### src/hw/ebpfg_pkg.sv
// package for the eight-bit port f block: offsets, masks, reset values
// assumes a 32-bit apb master and word-aligned byte addresses

package ebpfg_pkg;

    // ------------------------------------------------------------------
    // geometry
    // ------------------------------------------------------------------
    localparam int unsigned PORT_W   = 8;
    localparam int unsigned ADDR_W   = 8;
    localparam int unsigned DATA_W   = 32;
    localparam int unsigned SYNC_LEN = 2;
    localparam int unsigned STRAP_BIT = 0;

    // ------------------------------------------------------------------
    // register byte offsets from the port base
    // ------------------------------------------------------------------
    localparam logic [7:0] OFS_DATA = 8'h00;
    localparam logic [7:0] OFS_CTRL = 8'h04;
    localparam logic [7:0] OFS_FR1  = 8'h08;
    localparam logic [7:0] OFS_FR2  = 8'h0c;
    localparam logic [7:0] OFS_FR3  = 8'h10;
    localparam logic [7:0] OFS_OD   = 8'h28;
    localparam logic [7:0] OFS_PUP  = 8'h2c;
    localparam logic [7:0] OFS_IE   = 8'h38;

    // ------------------------------------------------------------------
    // implemented bits of each register, others read zero
    // ------------------------------------------------------------------
    localparam logic [7:0] MASK_ALL = 8'hff;
    localparam logic [7:0] MASK_FR1 = 8'hfe;
    localparam logic [7:0] MASK_FR2 = 8'h30;
    localparam logic [7:0] MASK_FR3 = 8'h31;
    localparam logic [7:0] MASK_IE  = 8'hfe;

    // ------------------------------------------------------------------
    // reset values
    // ------------------------------------------------------------------
    localparam logic [7:0] RST_ZERO = 8'h00;
    localparam logic [7:0] RST_PUP  = 8'h01;
    localparam logic [7:0] IBE_HELD = 8'h01;
    localparam logic [1:0] ALIGN_OK = 2'h0;

    typedef enum logic {
        PH_HELD,
        PH_RUN
    } ebpfg_phase_t;

endpackage

### src/hw/ebpfg_top.sv
// eight-bit port f: apb register file, pin muxing, boot strap capture
// assumes synchronous active-high reset and a zero-wait apb master;
// pins are split into in, out and enable, the pad ring resolves them
//
// Local design decision: the APB interface to the registers.

`timescale 1ns/10ps

// Contract
// - eight bits, bit 0 output only, bits 7..1 bidirectional each.
// - a pin may carry bus, interrupt, timer or strap functions.
// - after reset bits 7..1 are port bits with input, drive, pull off.
// - after reset bit 0 is an output with drive off and pull-up on.
// - three select registers, all zero means port, a one picks alt.
// - while reset is held bit 0 has input and pull-up enabled.
// - at reset release bit 0 high means flash boot, low boot rom.
// - outside stop, an enabled input feeds its interrupt line.
// - registers decode at the listed offsets from the port base.
// - data bits 31..8 read zero, bits 7..0 are the port data.
module ebpfg_top #(
    parameter int unsigned PORT_W   = ebpfg_pkg::PORT_W,
    parameter int unsigned SYNC_LEN = ebpfg_pkg::SYNC_LEN
) (
    // clock and reset
    input  wire logic        MCLK,
    input  wire logic        SYS_RST,
    // apb slave
    input  wire logic        PSEL,
    input  wire logic        PENABLE,
    input  wire logic        PWRITE,
    input  wire logic [7:0]  PADDR,
    input  wire logic [31:0] PWDATA,
    input  wire logic [3:0]  PSTRB,
    output logic      [31:0] PRDATA,
    output logic             PREADY,
    output logic             PSLVERR,
    // pads
    input  wire logic [7:0]  PF_IN,
    output logic      [7:0]  PF_OUT,
    output logic      [7:0]  PF_OE,
    output logic      [7:0]  PF_PU,
    output logic      [7:0]  PF_IBE,
    // external bus function
    input  wire logic [7:0]  ALT_BUS_OUT,
    input  wire logic [7:0]  ALT_BUS_OE,
    // interrupt and timer inputs
    input  wire logic        STOP_MODE,
    output logic      [7:0]  INT_LINE,
    output logic      [7:0]  TMR_IN,
    // boot strap
    output logic             BOOT_FLASH,
    output logic             BOOT_VALID
);

    // ------------------------------------------------------------------
    // elaboration checks
    // ------------------------------------------------------------------
    generate
        if (PORT_W != ebpfg_pkg::PORT_W) begin : g_chk_w
            $error("ebpfg_top: only an eight-bit port is served");
        end
        if (SYNC_LEN < 2) begin : g_chk_s
            $error("ebpfg_top: SYNC_LEN below 2");
        end
    endgenerate

    // ------------------------------------------------------------------
    // registers
    // ------------------------------------------------------------------
    logic [7:0] pin_data_reg;
    logic [7:0] output_drive_ctrl_reg;
    logic [7:0] alt_select_one_reg;
    logic [7:0] alt_select_two_reg;
    logic [7:0] alt_select_three_reg;
    logic [7:0] open_drain_reg;
    logic [7:0] pullup_reg;
    logic [7:0] input_buffer_reg;

    // ------------------------------------------------------------------
    // internal signals
    // ------------------------------------------------------------------
    logic        setup_ph;
    logic        wr_acc;
    logic        addr_hit;
    logic        lane0_wr;
    logic [7:0]  wr_byte;
    logic [7:0]  rd_byte;
    logic [31:0] prdata_reg;
    logic        err_reg;
    logic [7:0]  pin_lvl;
    logic [7:0]  port_mode;
    logic [7:0]  drv_en;
    logic [7:0]  drv_val;
    logic [7:0]  ibe_reg;
    logic [7:0]  pu_reg;
    logic [7:0]  int_reg;
    logic [7:0]  tmr_reg;
    logic        strap_reg;
    logic        boot_flash_reg;
    logic        boot_valid_reg;
    ebpfg_pkg::ebpfg_phase_t phase_reg;

    // ------------------------------------------------------------------
    // apb decode
    // ------------------------------------------------------------------
    assign setup_ph = PSEL & ~PENABLE;
    assign wr_acc   = PSEL & PENABLE & PWRITE;
    assign lane0_wr = wr_acc & PSTRB[0] & addr_hit;
    assign wr_byte  = PWDATA[7:0];

    always_comb begin
        addr_hit = 1'b0;
        if (PADDR[1:0] == ebpfg_pkg::ALIGN_OK) begin
            case (PADDR)
                ebpfg_pkg::OFS_DATA: addr_hit = 1'b1;
                ebpfg_pkg::OFS_CTRL: addr_hit = 1'b1;
                ebpfg_pkg::OFS_FR1:  addr_hit = 1'b1;
                ebpfg_pkg::OFS_FR2:  addr_hit = 1'b1;
                ebpfg_pkg::OFS_FR3:  addr_hit = 1'b1;
                ebpfg_pkg::OFS_OD:   addr_hit = 1'b1;
                ebpfg_pkg::OFS_PUP:  addr_hit = 1'b1;
                ebpfg_pkg::OFS_IE:   addr_hit = 1'b1;
                default:             addr_hit = 1'b0;
            endcase
        end
    end

    // zero wait: the error flag is latched in setup with the read data
    assign PREADY  = 1'b1;
    assign PSLVERR = err_reg & PSEL & PENABLE;
    assign PRDATA  = prdata_reg;

    // ------------------------------------------------------------------
    // read mux
    // ------------------------------------------------------------------
    always_comb begin
        rd_byte = ebpfg_pkg::RST_ZERO;
        case (PADDR)
            // enabled bits show the pin level
            ebpfg_pkg::OFS_DATA:
                rd_byte = (pin_lvl & input_buffer_reg)
                        | (pin_data_reg & ~input_buffer_reg);
            ebpfg_pkg::OFS_CTRL: rd_byte = output_drive_ctrl_reg;
            ebpfg_pkg::OFS_FR1:  rd_byte = alt_select_one_reg;
            ebpfg_pkg::OFS_FR2:  rd_byte = alt_select_two_reg;
            ebpfg_pkg::OFS_FR3:  rd_byte = alt_select_three_reg;
            ebpfg_pkg::OFS_OD:   rd_byte = open_drain_reg;
            ebpfg_pkg::OFS_PUP:  rd_byte = pullup_reg;
            ebpfg_pkg::OFS_IE:   rd_byte = input_buffer_reg;
            default:             rd_byte = ebpfg_pkg::RST_ZERO;
        endcase
    end

    always_ff @(posedge MCLK) begin
        if (SYS_RST) begin
            prdata_reg <= '0;
            err_reg    <= 1'b0;
        end else if (setup_ph) begin
            prdata_reg <= (!PWRITE && addr_hit) ? {24'h000000, rd_byte}
                                                : 32'h00000000;
            err_reg    <= ~addr_hit;
        end
    end

    // ------------------------------------------------------------------
    // data register
    // ------------------------------------------------------------------
    always_ff @(posedge MCLK) begin
        if (SYS_RST) begin
            pin_data_reg <= ebpfg_pkg::RST_ZERO;
        end else if (lane0_wr && PADDR == ebpfg_pkg::OFS_DATA) begin
            pin_data_reg <= wr_byte & ebpfg_pkg::MASK_ALL;
        end
    end

    // ------------------------------------------------------------------
    // output control
    // ------------------------------------------------------------------
    always_ff @(posedge MCLK) begin
        if (SYS_RST) begin
            // bit 0 drive off after reset
            output_drive_ctrl_reg <= ebpfg_pkg::RST_ZERO;
        end else if (lane0_wr && PADDR == ebpfg_pkg::OFS_CTRL) begin
            output_drive_ctrl_reg <= wr_byte & ebpfg_pkg::MASK_ALL;
        end
    end

    // ------------------------------------------------------------------
    // function selects
    // ------------------------------------------------------------------
    always_ff @(posedge MCLK) begin
        if (SYS_RST) begin
            alt_select_one_reg <= ebpfg_pkg::RST_ZERO;
        end else if (lane0_wr && PADDR == ebpfg_pkg::OFS_FR1) begin
            alt_select_one_reg <= wr_byte & ebpfg_pkg::MASK_FR1;
        end
    end

    always_ff @(posedge MCLK) begin
        if (SYS_RST) begin
            alt_select_two_reg <= ebpfg_pkg::RST_ZERO;
        end else if (lane0_wr && PADDR == ebpfg_pkg::OFS_FR2) begin
            alt_select_two_reg <= wr_byte & ebpfg_pkg::MASK_FR2;
        end
    end

    always_ff @(posedge MCLK) begin
        if (SYS_RST) begin
            alt_select_three_reg <= ebpfg_pkg::RST_ZERO;
        end else if (lane0_wr && PADDR == ebpfg_pkg::OFS_FR3) begin
            alt_select_three_reg <= wr_byte & ebpfg_pkg::MASK_FR3;
        end
    end

    // ------------------------------------------------------------------
    // open drain, pull-up, input enable
    // ------------------------------------------------------------------
    always_ff @(posedge MCLK) begin
        if (SYS_RST) begin
            open_drain_reg <= ebpfg_pkg::RST_ZERO;
        end else if (lane0_wr && PADDR == ebpfg_pkg::OFS_OD) begin
            open_drain_reg <= wr_byte & ebpfg_pkg::MASK_ALL;
        end
    end

    always_ff @(posedge MCLK) begin
        if (SYS_RST) begin
            // bit 0 pull-up on, others off
            pullup_reg <= ebpfg_pkg::RST_PUP;
        end else if (lane0_wr && PADDR == ebpfg_pkg::OFS_PUP) begin
            pullup_reg <= wr_byte & ebpfg_pkg::MASK_ALL;
        end
    end

    // bit 0 is output only, so its input enable is not writable
    always_ff @(posedge MCLK) begin
        if (SYS_RST) begin
            input_buffer_reg <= ebpfg_pkg::RST_ZERO;
        end else if (lane0_wr && PADDR == ebpfg_pkg::OFS_IE) begin
            input_buffer_reg <= wr_byte & ebpfg_pkg::MASK_IE;
        end
    end

    // ------------------------------------------------------------------
    // pin mux
    // ------------------------------------------------------------------
    // all selects zero means port
    assign port_mode = ~(alt_select_one_reg | alt_select_two_reg
                       | alt_select_three_reg);

    // overlapping selects are not resolved; port loses, bus output wins
    always_comb begin
        // bus function drives from the bus master
        drv_en  = (port_mode & output_drive_ctrl_reg)
                | (alt_select_one_reg & ALT_BUS_OE);
        drv_val = (port_mode & pin_data_reg)
                | (alt_select_one_reg & ALT_BUS_OUT);
    end

    genvar gi;
    generate
        for (gi = 0; gi < ebpfg_pkg::PORT_W; gi++) begin : g_pin
            ebpfg_pin_cell #(
                .SYNC_LEN (SYNC_LEN)
            ) u_cell (
                .clk     (MCLK),
                .rst     (SYS_RST),
                .pad_in  (PF_IN[gi]),
                .pad_out (PF_OUT[gi]),
                .pad_oe  (PF_OE[gi]),
                .drv_en  (drv_en[gi]),
                .drv_val (drv_val[gi]),
                .od_sel  (open_drain_reg[gi]),
                .pin_lvl (pin_lvl[gi])
            );
        end
    endgenerate

    // ------------------------------------------------------------------
    // pad controls
    // ------------------------------------------------------------------
    always_ff @(posedge MCLK) begin
        if (SYS_RST) begin
            // strap input and pull-up on while held
            ibe_reg <= ebpfg_pkg::IBE_HELD;
            pu_reg  <= ebpfg_pkg::RST_PUP;
        end else begin
            ibe_reg <= input_buffer_reg;
            pu_reg  <= pullup_reg;
        end
    end

    assign PF_IBE = ibe_reg;
    assign PF_PU  = pu_reg;

    // ------------------------------------------------------------------
    // interrupt and timer inputs
    // ------------------------------------------------------------------
    // select bits do not gate interrupts, so unused sources must be off
    always_ff @(posedge MCLK) begin
        if (SYS_RST) begin
            int_reg <= ebpfg_pkg::RST_ZERO;
            tmr_reg <= ebpfg_pkg::RST_ZERO;
        end else begin
            int_reg <= STOP_MODE ? ebpfg_pkg::RST_ZERO
                                 : (pin_lvl & input_buffer_reg);
            tmr_reg <= pin_lvl & input_buffer_reg & alt_select_three_reg;
        end
    end

    assign INT_LINE = int_reg;
    assign TMR_IN   = tmr_reg;

    // ------------------------------------------------------------------
    // boot strap capture
    // ------------------------------------------------------------------
    // the strap is sampled every held cycle; the last sample wins
    always_ff @(posedge MCLK) begin
        if (SYS_RST) begin
            phase_reg <= ebpfg_pkg::PH_HELD;
        end else begin
            case (phase_reg)
                ebpfg_pkg::PH_HELD: phase_reg <= ebpfg_pkg::PH_RUN;
                ebpfg_pkg::PH_RUN:  phase_reg <= ebpfg_pkg::PH_RUN;
                default:            phase_reg <= ebpfg_pkg::PH_HELD;
            endcase
        end
    end

    always_ff @(posedge MCLK) begin
        if (SYS_RST) begin
            strap_reg <= pin_lvl[ebpfg_pkg::STRAP_BIT];
        end
    end

    always_ff @(posedge MCLK) begin
        if (SYS_RST) begin
            boot_flash_reg <= 1'b0;
            boot_valid_reg <= 1'b0;
        end else if (phase_reg == ebpfg_pkg::PH_HELD) begin
            boot_flash_reg <= strap_reg;
            boot_valid_reg <= 1'b1;
        end
    end

    assign BOOT_FLASH = boot_flash_reg;
    assign BOOT_VALID = boot_valid_reg;

endmodule

### src/hw/ebpfg_pin_cell.sv
// one pad slice: input synchroniser and registered drive
// assumes pad_in is an asynchronous pin level

`timescale 1ns/10ps

module ebpfg_pin_cell #(
    parameter int unsigned SYNC_LEN = ebpfg_pkg::SYNC_LEN
) (
    // clock and reset
    input  wire logic clk,
    input  wire logic rst,
    // pad side
    input  wire logic pad_in,
    output logic      pad_out,
    output logic      pad_oe,
    // core side
    input  wire logic drv_en,
    input  wire logic drv_val,
    input  wire logic od_sel,
    output logic      pin_lvl
);

    logic [SYNC_LEN-1:0] sync_reg;

    generate
        if (SYNC_LEN < 2) begin : g_chk
            $error("ebpfg_pin_cell: SYNC_LEN below 2");
        end
    endgenerate

    // ------------------------------------------------------------------
    // synchroniser, first stage feeds only the second
    // ------------------------------------------------------------------
    // no reset: the boot strap must pass through while reset is held
    always_ff @(posedge clk) begin
        sync_reg <= {sync_reg[SYNC_LEN-2:0], pad_in};
    end

    assign pin_lvl = sync_reg[SYNC_LEN-1];

    // ------------------------------------------------------------------
    // drive: open drain only pulls low, never drives a one
    // ------------------------------------------------------------------
    always_ff @(posedge clk) begin
        if (rst) begin
            pad_out <= 1'b0;
            pad_oe  <= 1'b0;
        end else begin
            pad_out <= od_sel ? 1'b0 : drv_val;
            pad_oe  <= drv_en & (~od_sel | ~drv_val);
        end
    end

endmodule

### config.mk
export PLATFORM = sky130hd
export DESIGN_NAME = ebpfg_top
export DESIGN_NICKNAME = d
export VERILOG_FILES = /design/src/hw/ebpfg_pkg.sv /design/src/hw/ebpfg_top.sv /design/src/hw/ebpfg_pin_cell.sv
export SDC_FILE = /design/constraint.sdc
export NUM_CORES = 1
export LEC_CHECK = 0
export ABC_AREA = 0
export BUFFER_PORTS_ARGS = -buffer_cell sky130_fd_sc_hd__buf_4
export CAP_MARGIN = 25
export CORE_MARGIN = 2
export CORE_UTILIZATION = 45
export CTS_CLUSTER_SIZE = 8
export DETAILED_ROUTE_END_ITERATION = 6
export PLACE_DENSITY = 0.77
export SETUP_SLACK_MARGIN = 0.1
export SLEW_MARGIN = 20
export SYNTH_ARGS = -nofsm -noshare
export SYNTH_HDL_FRONTEND = slang
export SYNTH_SLANG_ARGS = --single-unit
### constraint.sdc
create_clock -name MCLK -period 2.9 [get_ports MCLK]
set_clock_uncertainty 0.2 [all_clocks]
set_input_delay 0.725 -clock MCLK [delete_from_list [all_inputs] [get_ports MCLK]]
set_output_delay 0.725 -clock MCLK [all_outputs]
set_load 0.1 [all_outputs]
==> results of run 1 <==
[worst max-delay path: stages]
cell     delay, ns
buf_4         0.14
or4_4         0.54
nor4_4        0.31
and4_1        0.27
buf_4         0.18
mux2i_1       0.25
nor2_1        0.07
[through the flow]
step	worst slack (ns)	util	total power (uW)	hold slack [ns]
floorplan	0.4442	-	2013	0.1096
global placement	0.2034	0.5338	2061	0.1117
detailed placement	0.1516	0.5338	2066	0.1121
CTS	0.6299	0.5935	4205	0.1010
global route	0.4922	0.5935	4316	0.08693
finish	0.5904	0.5935	4175	0.1160
[Yosys cell counts, drive strengths merged (4+ instances only)]
cell type	n	area, um^2
a21oi	5	25.02
a311oi	5	43.79
a211oi	6	45.04
nor2b	20	125.1
buf	54	399.1
nor3b	11	82.58
mux2i	62	620.6
nand2b	8	50.05
a2111oi	4	35.03
nor3	4	31.28
and3	4	25.02
a222oi	4	40.04
nor2	70	262.8
clkbuf	17	63.81
mux2	6	67.56
o21ai	14	70.07
nand3	8	45.04
dfxtp	120	2402
nand2	22	82.58
[power groups by stage]
stage               Clock [uW]  Sequential (uW)  Combinational (uW)
CTS                       2170             1690                 344
global route              2270             1690                 361
finish                    2140             1690                 347
detailed placement           0             1720                 342
floorplan                    0             1740                 273
global placement             0             1720                 338
[path summary, 6_finish.rpt]
path	start	to	slack [ns]	cells past startpoint
worst max-delay path	PADDR[5]	alt_select_one_reg[7]	0.59	7
worst min-delay path	PF_IN[7]	g_pin[7].u_cell.sync_reg[0]	0.12	1
worst max register to register	alt_select_one_reg[5]	PRDATA[5]	1.17	5
worst min register to register	g_pin[1].u_cell.sync_reg[0]	g_pin[1].u_cell.sync_reg[1]	0.12	0
[metal layers]
metal | wire, um | track usage | share of wire | vias to the layer above
li1 | - | - | - | 1781
met1 | 4844 | 0.2645 | 0.41 | 1807
met2 | 5574 | 0.3302 | 0.47 | 198
met3 | 1089 | 0.07567 | 0.093 | 25
met4 | 239 | 0.08059 | 0.020 | 0
met5 | 0 | 0 | 0 | -
[area by class of cell]
type	count	area share
Timing Repair Buffer	117	0.1427
Inverter	4	0.002440
Multi-Input combinational cell	316	0.3314
Sequential cell	121	0.3952
Tap cell	136	0.02765
Clock buffer	19	0.07359
Clock inverter	13	0.02704
[logic make-up (layout without fill, tap and decap cells)]
family / count (synthesis) / after routing / synth area share
AOI/OAI and AO/OA: 52 / 52 / 0.07631
buffers and inverters: 75 / 153 / 0.09881
DFF: 121 / 121 / 0.5028
and+or+nand+nor: 164 / 164 / 0.1782
muxes: 68 / 68 / 0.1423
other: 2 / 32 / 0.001553
==> results by group, run 1 <==
Placed design
  – Routability cong.: 0.8839
  – Port-buffer cells: 96
  – Post-DP HPWL: 8064 um
  – Dpl cell area: 5535 um^2
  – Cell Count Post-Placement: 694

Route
  – Drt via density: 5.249
  – Post-route ant nets: 0
  – TritonRoute pass-1 iters: 6
  – WL per Instance: 16.18 um
  – Routed WL: 11750 um
  – Drc violations: 0
  – DR iter-0 viols: 238
  – Vias: 3811

Clock network
  – Clk_lat worst skew: 0.51 ns
  – CTS Hold Bufs: 0
  – Cts repair resizes: 0
  – Max clock buf depth: 2
  – Root buffer cell: clkbuf_8
  – CTS tree: built
  – Htree depth: 4
  – Worst-path clk slew: 0.06 ns
  – CTS buffer count: 17
  – Post-CTS setup buffers: 0
  – Clock Sinks: 121

Pwr
  – Max VDD drop: 0.0004583 V
  – Gate power share: 0.083
  – Psw: 1043 uW
  – Sw frac: 0.2498
  – Pint: 3132 uW
  – PwrDens: 678.3 nW/um^2
  – Leak: 0.002594 uW
  – Flop pwr share: 0.404
  – Clock Power Share: 0.513

Global routing
  – Initial antenna violation count: 0
  – First-pass GRT wire length: 18510 um
  – Largest net degree at the start of global routing: 53
  – GRT Util Overall: 0.2105
  – Number of global-route vias before repair: 3605
  – GR Overflow Total: 0

Final layout
  – FF+latch area: 2432 um^2
  – Leading cell type in the layout, fill and taps excluded: dfxtp_1
  – Largest register FFs: 16
  – Final Non-Filler Cells: 726
  – Area grow syn2layout: 27.24%
  – Commonest non-fill, non-tap cells in the layout: dfxtp_1 (120), buf_4 (117), nor2_1 (70)
  – Share of post-route cells with drive strength above 1: 0.2780
  – Antenna cells: 0
  – Filler cells: 883
  – Fin area: 6155 um^2
  – Final #Nets: 651
  – Multi-input logic area: 2039 um^2

Floorplan
  – Height of the chip: 107.7 um
  – Die Span X: 107.7 um
  – Core Box Area: 10370 um^2
  – Rows: 37
  – Initial Util: 0.4665
  – Die area: 11600 um^2
  – IO Count: 158

Synthesis
  – Post-Syn Instances: 482
  – Ys flop type: dfxtp_1
  – Yosys reg bits: 121
  – Post-synth ARST share: 0
  – Register area share after synthesis: 0.5028
  – Yosys cell types: 50
  – Mean Syn Cell Area: 10.04 um^2
  – Yosys warnings: 0
  – EDFF count, synth: 1
  – Mapped cell area: 4837 um^2

Setup path
  – Endpoint class of the critical path: flip-flop
  – Crit start category: input pin
  – Worst path arrival time: 2.49 ns
  – Setup CP Type: input pin to flip-flop
  – Maximum fanout along the worst path: 8
  – Required time worst endpoint: 3.08 ns

Worst hold path
  – Hold Path Class: input pin to flip-flop

Timing
  – Final setup TNS: 0 ns
  – Fin. max-slew vios: 0
  – Setup violations, final: 0
  – Relative slew slack: 0.5642
  – Final Hold Fails: 0
  – Highest Clock Rate: 433.0 MHz
  – Crit path time final: 2.310 ns
  – Tightest Pin Transition: 0.6512 ns
  – Tcrit/Tclk final: 0.7964
  – RSZ-0062 raised after global routing: false

Run status
  – Status: complete, no violations

Job
  – Max-cap check violation count: 0
No activity file was read; power rests on OpenSTA's default activity.
==> run 2, diff against run 1 <==
PLACE_DENSITY = 0.8   (was 0.77)
clock period = 1.9 ns   (was 2.9 ns; I/O delays follow)
==> run 2 against run 1 <==
Against the previous run: the run now ends with negative setup slack left; setup slack worse by 0.60 ns; register-to-register slack worse by 1.1 ns; clock power is 33% higher; wire length is 8.0% higher; global-route usage rose by 1.1 points; combinational power up 78%; via count increased by 3.6%; die area stayed put.
==> results by group, run 2 (synthesis results as in run 1) <==
Run status
  – Status: complete, but fails checks
  – Violated checks: negative setup slack

Worst hold path
  – Hold path cells: 1
  – Worst Hold Launch: SYS_RST
  – Hold Path Class: input pin to flip-flop
  – Hold EP: PF_IBE[0]

Floorplan
  – Height of the chip: 107.7 um
  – Die area: 11600 um^2
  – Initial Util: 0.4665
  – Core Box Area: 10370 um^2
  – Die Span X: 107.7 um
  – Rows: 37
  – IO Count: 158

Final layout
  – Multi-input logic area: 2178 um^2
  – Final #Nets: 691
  – FF+latch area: 2441 um^2
  – Filler cells: 748
  – Final Non-Filler Cells: 766
  – Leading cell type in the layout, fill and taps excluded: dfxtp_1
  – Share of post-route cells with drive strength above 1: 0.3381
  – Area grow syn2layout: 43.30%
  – Largest register FFs: 16
  – Antenna cells: 0
  – Fin area: 6932 um^2
  – Commonest non-fill, non-tap cells in the layout: dfxtp_1 (113), buf_4 (77), nor2_1 (70)

Route
  – Routed WL: 12690 um
  – Drt via density: 5.157
  – DR iter-0 viols: 301
  – TritonRoute pass-1 iters: 5
  – Post-route ant nets: 0
  – WL per Instance: 16.57 um
  – Drc violations: 0
  – Vias: 3950

Setup path
  – Setup CP Type: input pin to flip-flop
  – Maximum fanout along the worst path: 7
  – Register-to-Register Path Depth: 5
  – Crit Reg-Reg Startpoint: alt_select_one_reg[5]
  – Crit path launch: PADDR[4]
  – Endpoint class of the critical path: flip-flop
  – Reg-to-reg setup timing slack: 0.09 ns
  – Worst path arrival time: 2.11 ns
  – Reg2reg end: PRDATA[5]
  – Required time worst endpoint: 2.10 ns
  – Crit start category: input pin

Timing
  – Tcrit/Tclk final: 1.004
  – Fin. max-slew vios: 0
  – Final Hold Fails: 0
  – Highest Clock Rate: 524.2 MHz
  – Setup violations, final: 1
  – Crit path time final: 1.908 ns
  – RSZ-0062 raised after global routing: true
  – Worst setup margin: -0.007654 ns

Pwr
  – Max VDD drop: 0.0005826 V
  – Psw: 1593 uW
  – Gate power share: 0.102
  – Leak: 0.002867 uW
  – Clock Power Share: 0.471
  – Pint: 4448 uW
  – PwrDens: 871.5 nW/um^2
  – Flop pwr share: 0.427
  – Sw frac: 0.2637

Clock network
  – CTS tree: built
  – Htree depth: 4
  – Clk_lat worst skew: 0.52 ns
  – CTS buffer count: 17
  – Max clock buf depth: 2
  – Root buffer cell: clkbuf_8
  – Worst-path clk slew: 0.06 ns
  – Clock Sinks: 121

Placed design
  – Cell Count Post-Placement: 724
  – Routability cong.: 0.9281
  – Port-buffer cells: 96
  – Dpl cell area: 5842 um^2
  – Post-DP HPWL: 8840 um

Global routing
  – GR Overflow Total: 0
  – Number of global-route vias before repair: 3925
  – GRT Util Overall: 0.2215
  – Largest net degree at the start of global routing: 33
  – First-pass GRT wire length: 19510 um
  – Initial antenna violation count: 0

Job
  – Max-cap check violation count: 0
-- run 2: power groups by stage --
stage               clock network [uW]  registers, uW  logic (uW)
floorplan                            0           2660         419
CTS                               2900           2580         593
global placement                     0           2630         562
detailed placement                   0           2630         566
finish                            2850           2580         616
global route                      3000           2580         640
-- run 2: repair_timing --
item / in CTS / in global routing
hold buffers: 9 / 0
gates cloned: 0 / 0
endpoints found under the setup margin: 71 / 56
endpoints found under the hold margin: 9 / 0
pin swaps: 3 / 12
buffers inserted: 1 / 0
gates resized for setup: 72 / 47
-- run 2: per-stage QoR --
stage	hold slack [ns]	worst slack, ns	setup TNS (ns)	util	total power, uW
after floorplan	0.1096	-0.2952	-9.165	-	3076
after global placement	0.1144	-0.5111	-23.15	0.5633	3191
after detailed placement	0.1143	-0.5516	-25.33	0.5633	3197
after CTS	0.01486	0.004675	0	0.6505	6069
after global routing	0.03765	-0.05876	-0.3106	0.6684	6218
final	0.04973	-0.007654	-0.007654	0.6684	6041
-- run 2: layout make-up --
cell class                      instances  share of cell area
Clock buffer                           20             0.06137
Clock inverter                         12             0.01498
Inverter                                4            0.002166
Multi-Input combinational cell        316              0.3143
Sequential cell                       121              0.3522
Tap cell                              136             0.02455
Timing Repair Buffer                  157              0.2305
-- run 2: worst max-delay path, cell delays in order --
cell and delay [ns]:
buf_6 0.10, or4_4 0.57, nor4_4 0.28, and4_1 0.29
buf_12 0.15, mux2i_1 0.19, nor2_1 0.06
-- run 2: routing by layer --
layer	part of all wire	track usage
met1	0.41	0.2751
met5	0	0
met2	0.49	0.3535
met3	0.073	0.05630
met4	0.029	0.1154
-- run 2: worst max-delay path by stage --
stage | end | slack [ns] | depth (start not counted)
global route | alt_select_one_reg[6] | -0.06 | 7
detailed placement | alt_select_one_reg[6] | -0.55 | 7
finish | alt_select_one_reg[6] | -0.008 | 7
global placement | alt_select_one_reg[3] | -0.51 | 7
CTS | PSLVERR | 0.005 | 2
floorplan | alt_select_one_reg[7] | -0.30 | 6
==> run 3, diff against run 2 <==
SETUP_SLACK_MARGIN = 0.15   (was 0.1)
==> run 3 against run 2 <==
Against the previous run: the flow still finishes with violations (negative setup slack); fmax decreased by 4.8%; total power increased by 0.78%; wire length increased by 14%; die area unchanged; flip-flop and latch count unchanged; first-iteration DRC count increased by 28%; via count increased by 5.2%; core utilization increased by 5.8 points; critical path type unchanged; critical endpoint unchanged.
==> results by group, run 3 (synthesis results as in run 1) <==
Run status
  – Status: complete, but fails checks
  – Violated checks: negative setup slack

Global routing
  – Largest net degree at the start of global routing: 33
  – First-pass GRT wire length: 21700 um
  – GRT Util Overall: 0.2493
  – Number of global-route vias before repair: 4224
  – Initial antenna violation count: 0
  – GR Overflow Total: 0

Setup path
  – CP Cell Sequence: buf_6 -> or4_4 -> nor4_4 -> and4_2 -> buf_12 -> mux2i_1 -> nor2_1
  – Worst path arrival time: 2.20 ns
  – Required time worst endpoint: 2.09 ns
  – Setup CP Type: input pin to flip-flop
  – Slowest stage delay, CP: 0.57 ns
  – Crit start category: input pin
  – Maximum fanout along the worst path: 7
  – Endpoint class of the critical path: flip-flop
  – CP max-delay cell: or4_4

Clock network
  – CTS tree: built
  – Clock Sinks: 121
  – Root buffer cell: clkbuf_8
  – Htree depth: 4
  – CTS buffer count: 17
  – Max clock buf depth: 2
  – Worst-path clk slew: 0.06 ns
  – Clk_lat worst skew: 0.52 ns

Timing
  – Relative slew slack: 0.6452
  – Tcrit/Tclk final: 1.055
  – Crit path time final: 2.004 ns
  – Tightest Pin Transition: 0.5302 ns
  – Hold Slack: 0.03989 ns
  – RSZ-0062 raised after global routing: true
  – Highest Clock Rate: 499.0 MHz
  – Final Hold Fails: 0
  – Fin. max-slew vios: 0
  – Setup violations, final: 21
  – Worst setup margin: -0.1038 ns

Placed design
  – Post-DP HPWL: 8840 um
  – DP Worst Slack: -0.5516 ns
  – Port-buffer cells: 96
  – Routability cong.: 0.9281

Worst hold path
  – Hold Path Class: input pin to flip-flop

Final layout
  – Area grow syn2layout: 55.77%
  – Antenna cells: 0
  – Final #Nets: 699
  – Largest register FFs: 16
  – Share of post-route cells with drive strength above 1: 0.4310
  – Leading cell type in the layout, fill and taps excluded: buf_4
  – Commonest non-fill, non-tap cells in the layout: buf_4 (75), nor2_1 (70), dfxtp_1 (68)

Floorplan
  – Height of the chip: 107.7 um
  – Die area: 11600 um^2
  – Rows: 37
  – Initial Util: 0.4665
  – Core Box Area: 10370 um^2
  – IO Count: 158
  – Die Span X: 107.7 um

Route
  – Routed WL: 14480 um
  – Drc violations: 0
  – Post-route ant nets: 0
  – DR iter-0 viols: 385
  – Drt via density: 5.368
  – TritonRoute pass-1 iters: 6
  – Vias: 4155
  – WL per Instance: 18.70 um

Pwr
  – Power, Total: 6088 uW
  – Leak: 0.003050 uW
  – Max VDD drop: 0.0005628 V
  – PwrDens: 808.0 nW/um^2

Job
  – Max-cap check violation count: 0
[run 3: worst paths after layout]
| check | start | to | slack, ns | cells past startpoint |
|---|---|---|---|---|
| max reg2reg | alt_select_one_reg[5] | PRDATA[5] | 0.28 | 5 |
| max | PADDR[4] | alt_select_one_reg[6] | -0.10 | 7 |
| min reg2reg | g_pin[2].u_cell.sync_reg[0] | g_pin[2].u_cell.sync_reg[1] | 0.12 | 0 |
| min | SYS_RST | PF_IBE[0] | 0.04 | 1 |
[run 3: final cells by class]
class / count / area [um^2]
Fill cell: 653 / 2835
Timing Repair Buffer: 165 / 2056
Clock buffer: 20 / 425.4
Sequential cell: 121 / 2502
Inverter: 4 / 15.01
Multi-Input combinational cell: 316 / 2262
Tap cell: 136 / 170.2
Clock inverter: 12 / 103.9
[run 3: through the flow]
stage / setup TNS, ns / utilization / std cells / cell area, um^2
detailed placement: -25.33 / 0.5633 / 724 / 5842
finish: -0.7942 / 0.7266 / 774 / 7535
global route: -1.432 / 0.7266 / 774 / 7535
global placement: -23.15 / 0.5633 / 724 / 5842
floorplan: -9.165 / - / 512 / 4992
CTS: 0 / 0.7022 / 767 / 7282
[run 3: per-layer routing]
layer,vias to the layer above,GRT usage,part of all wire
li1,1878,-,-
met1,1966,0.2901,0.38
met2,255,0.4097,0.50
met3,56,0.07203,0.082
met4,0,0.1401,0.041
met5,-,0,0
[run 3: what timing repair did]
item	CTS	global route
hold buffers	9	0
buffers inserted	2	7
hold endpoints to repair	9	0
pin swaps	6	33
endpoints found under the setup margin	85	77
gates resized for setup	226	48
[run 3: worst max-delay path: cells and delay by family]
family                 cells  cell delay, ns
and+or+nand+nor            4            1.23
buffers and inverters      2            0.24
muxes                      1            0.25
[run 3: power breakdown]
group / switching [uW] / internal (uW) / leakage, uW
Sequential: 10.8 / 2570 / 0.00101
Combinational: 471 / 170 / 0.00179
Clock: 1150 / 1720 / 0.000254
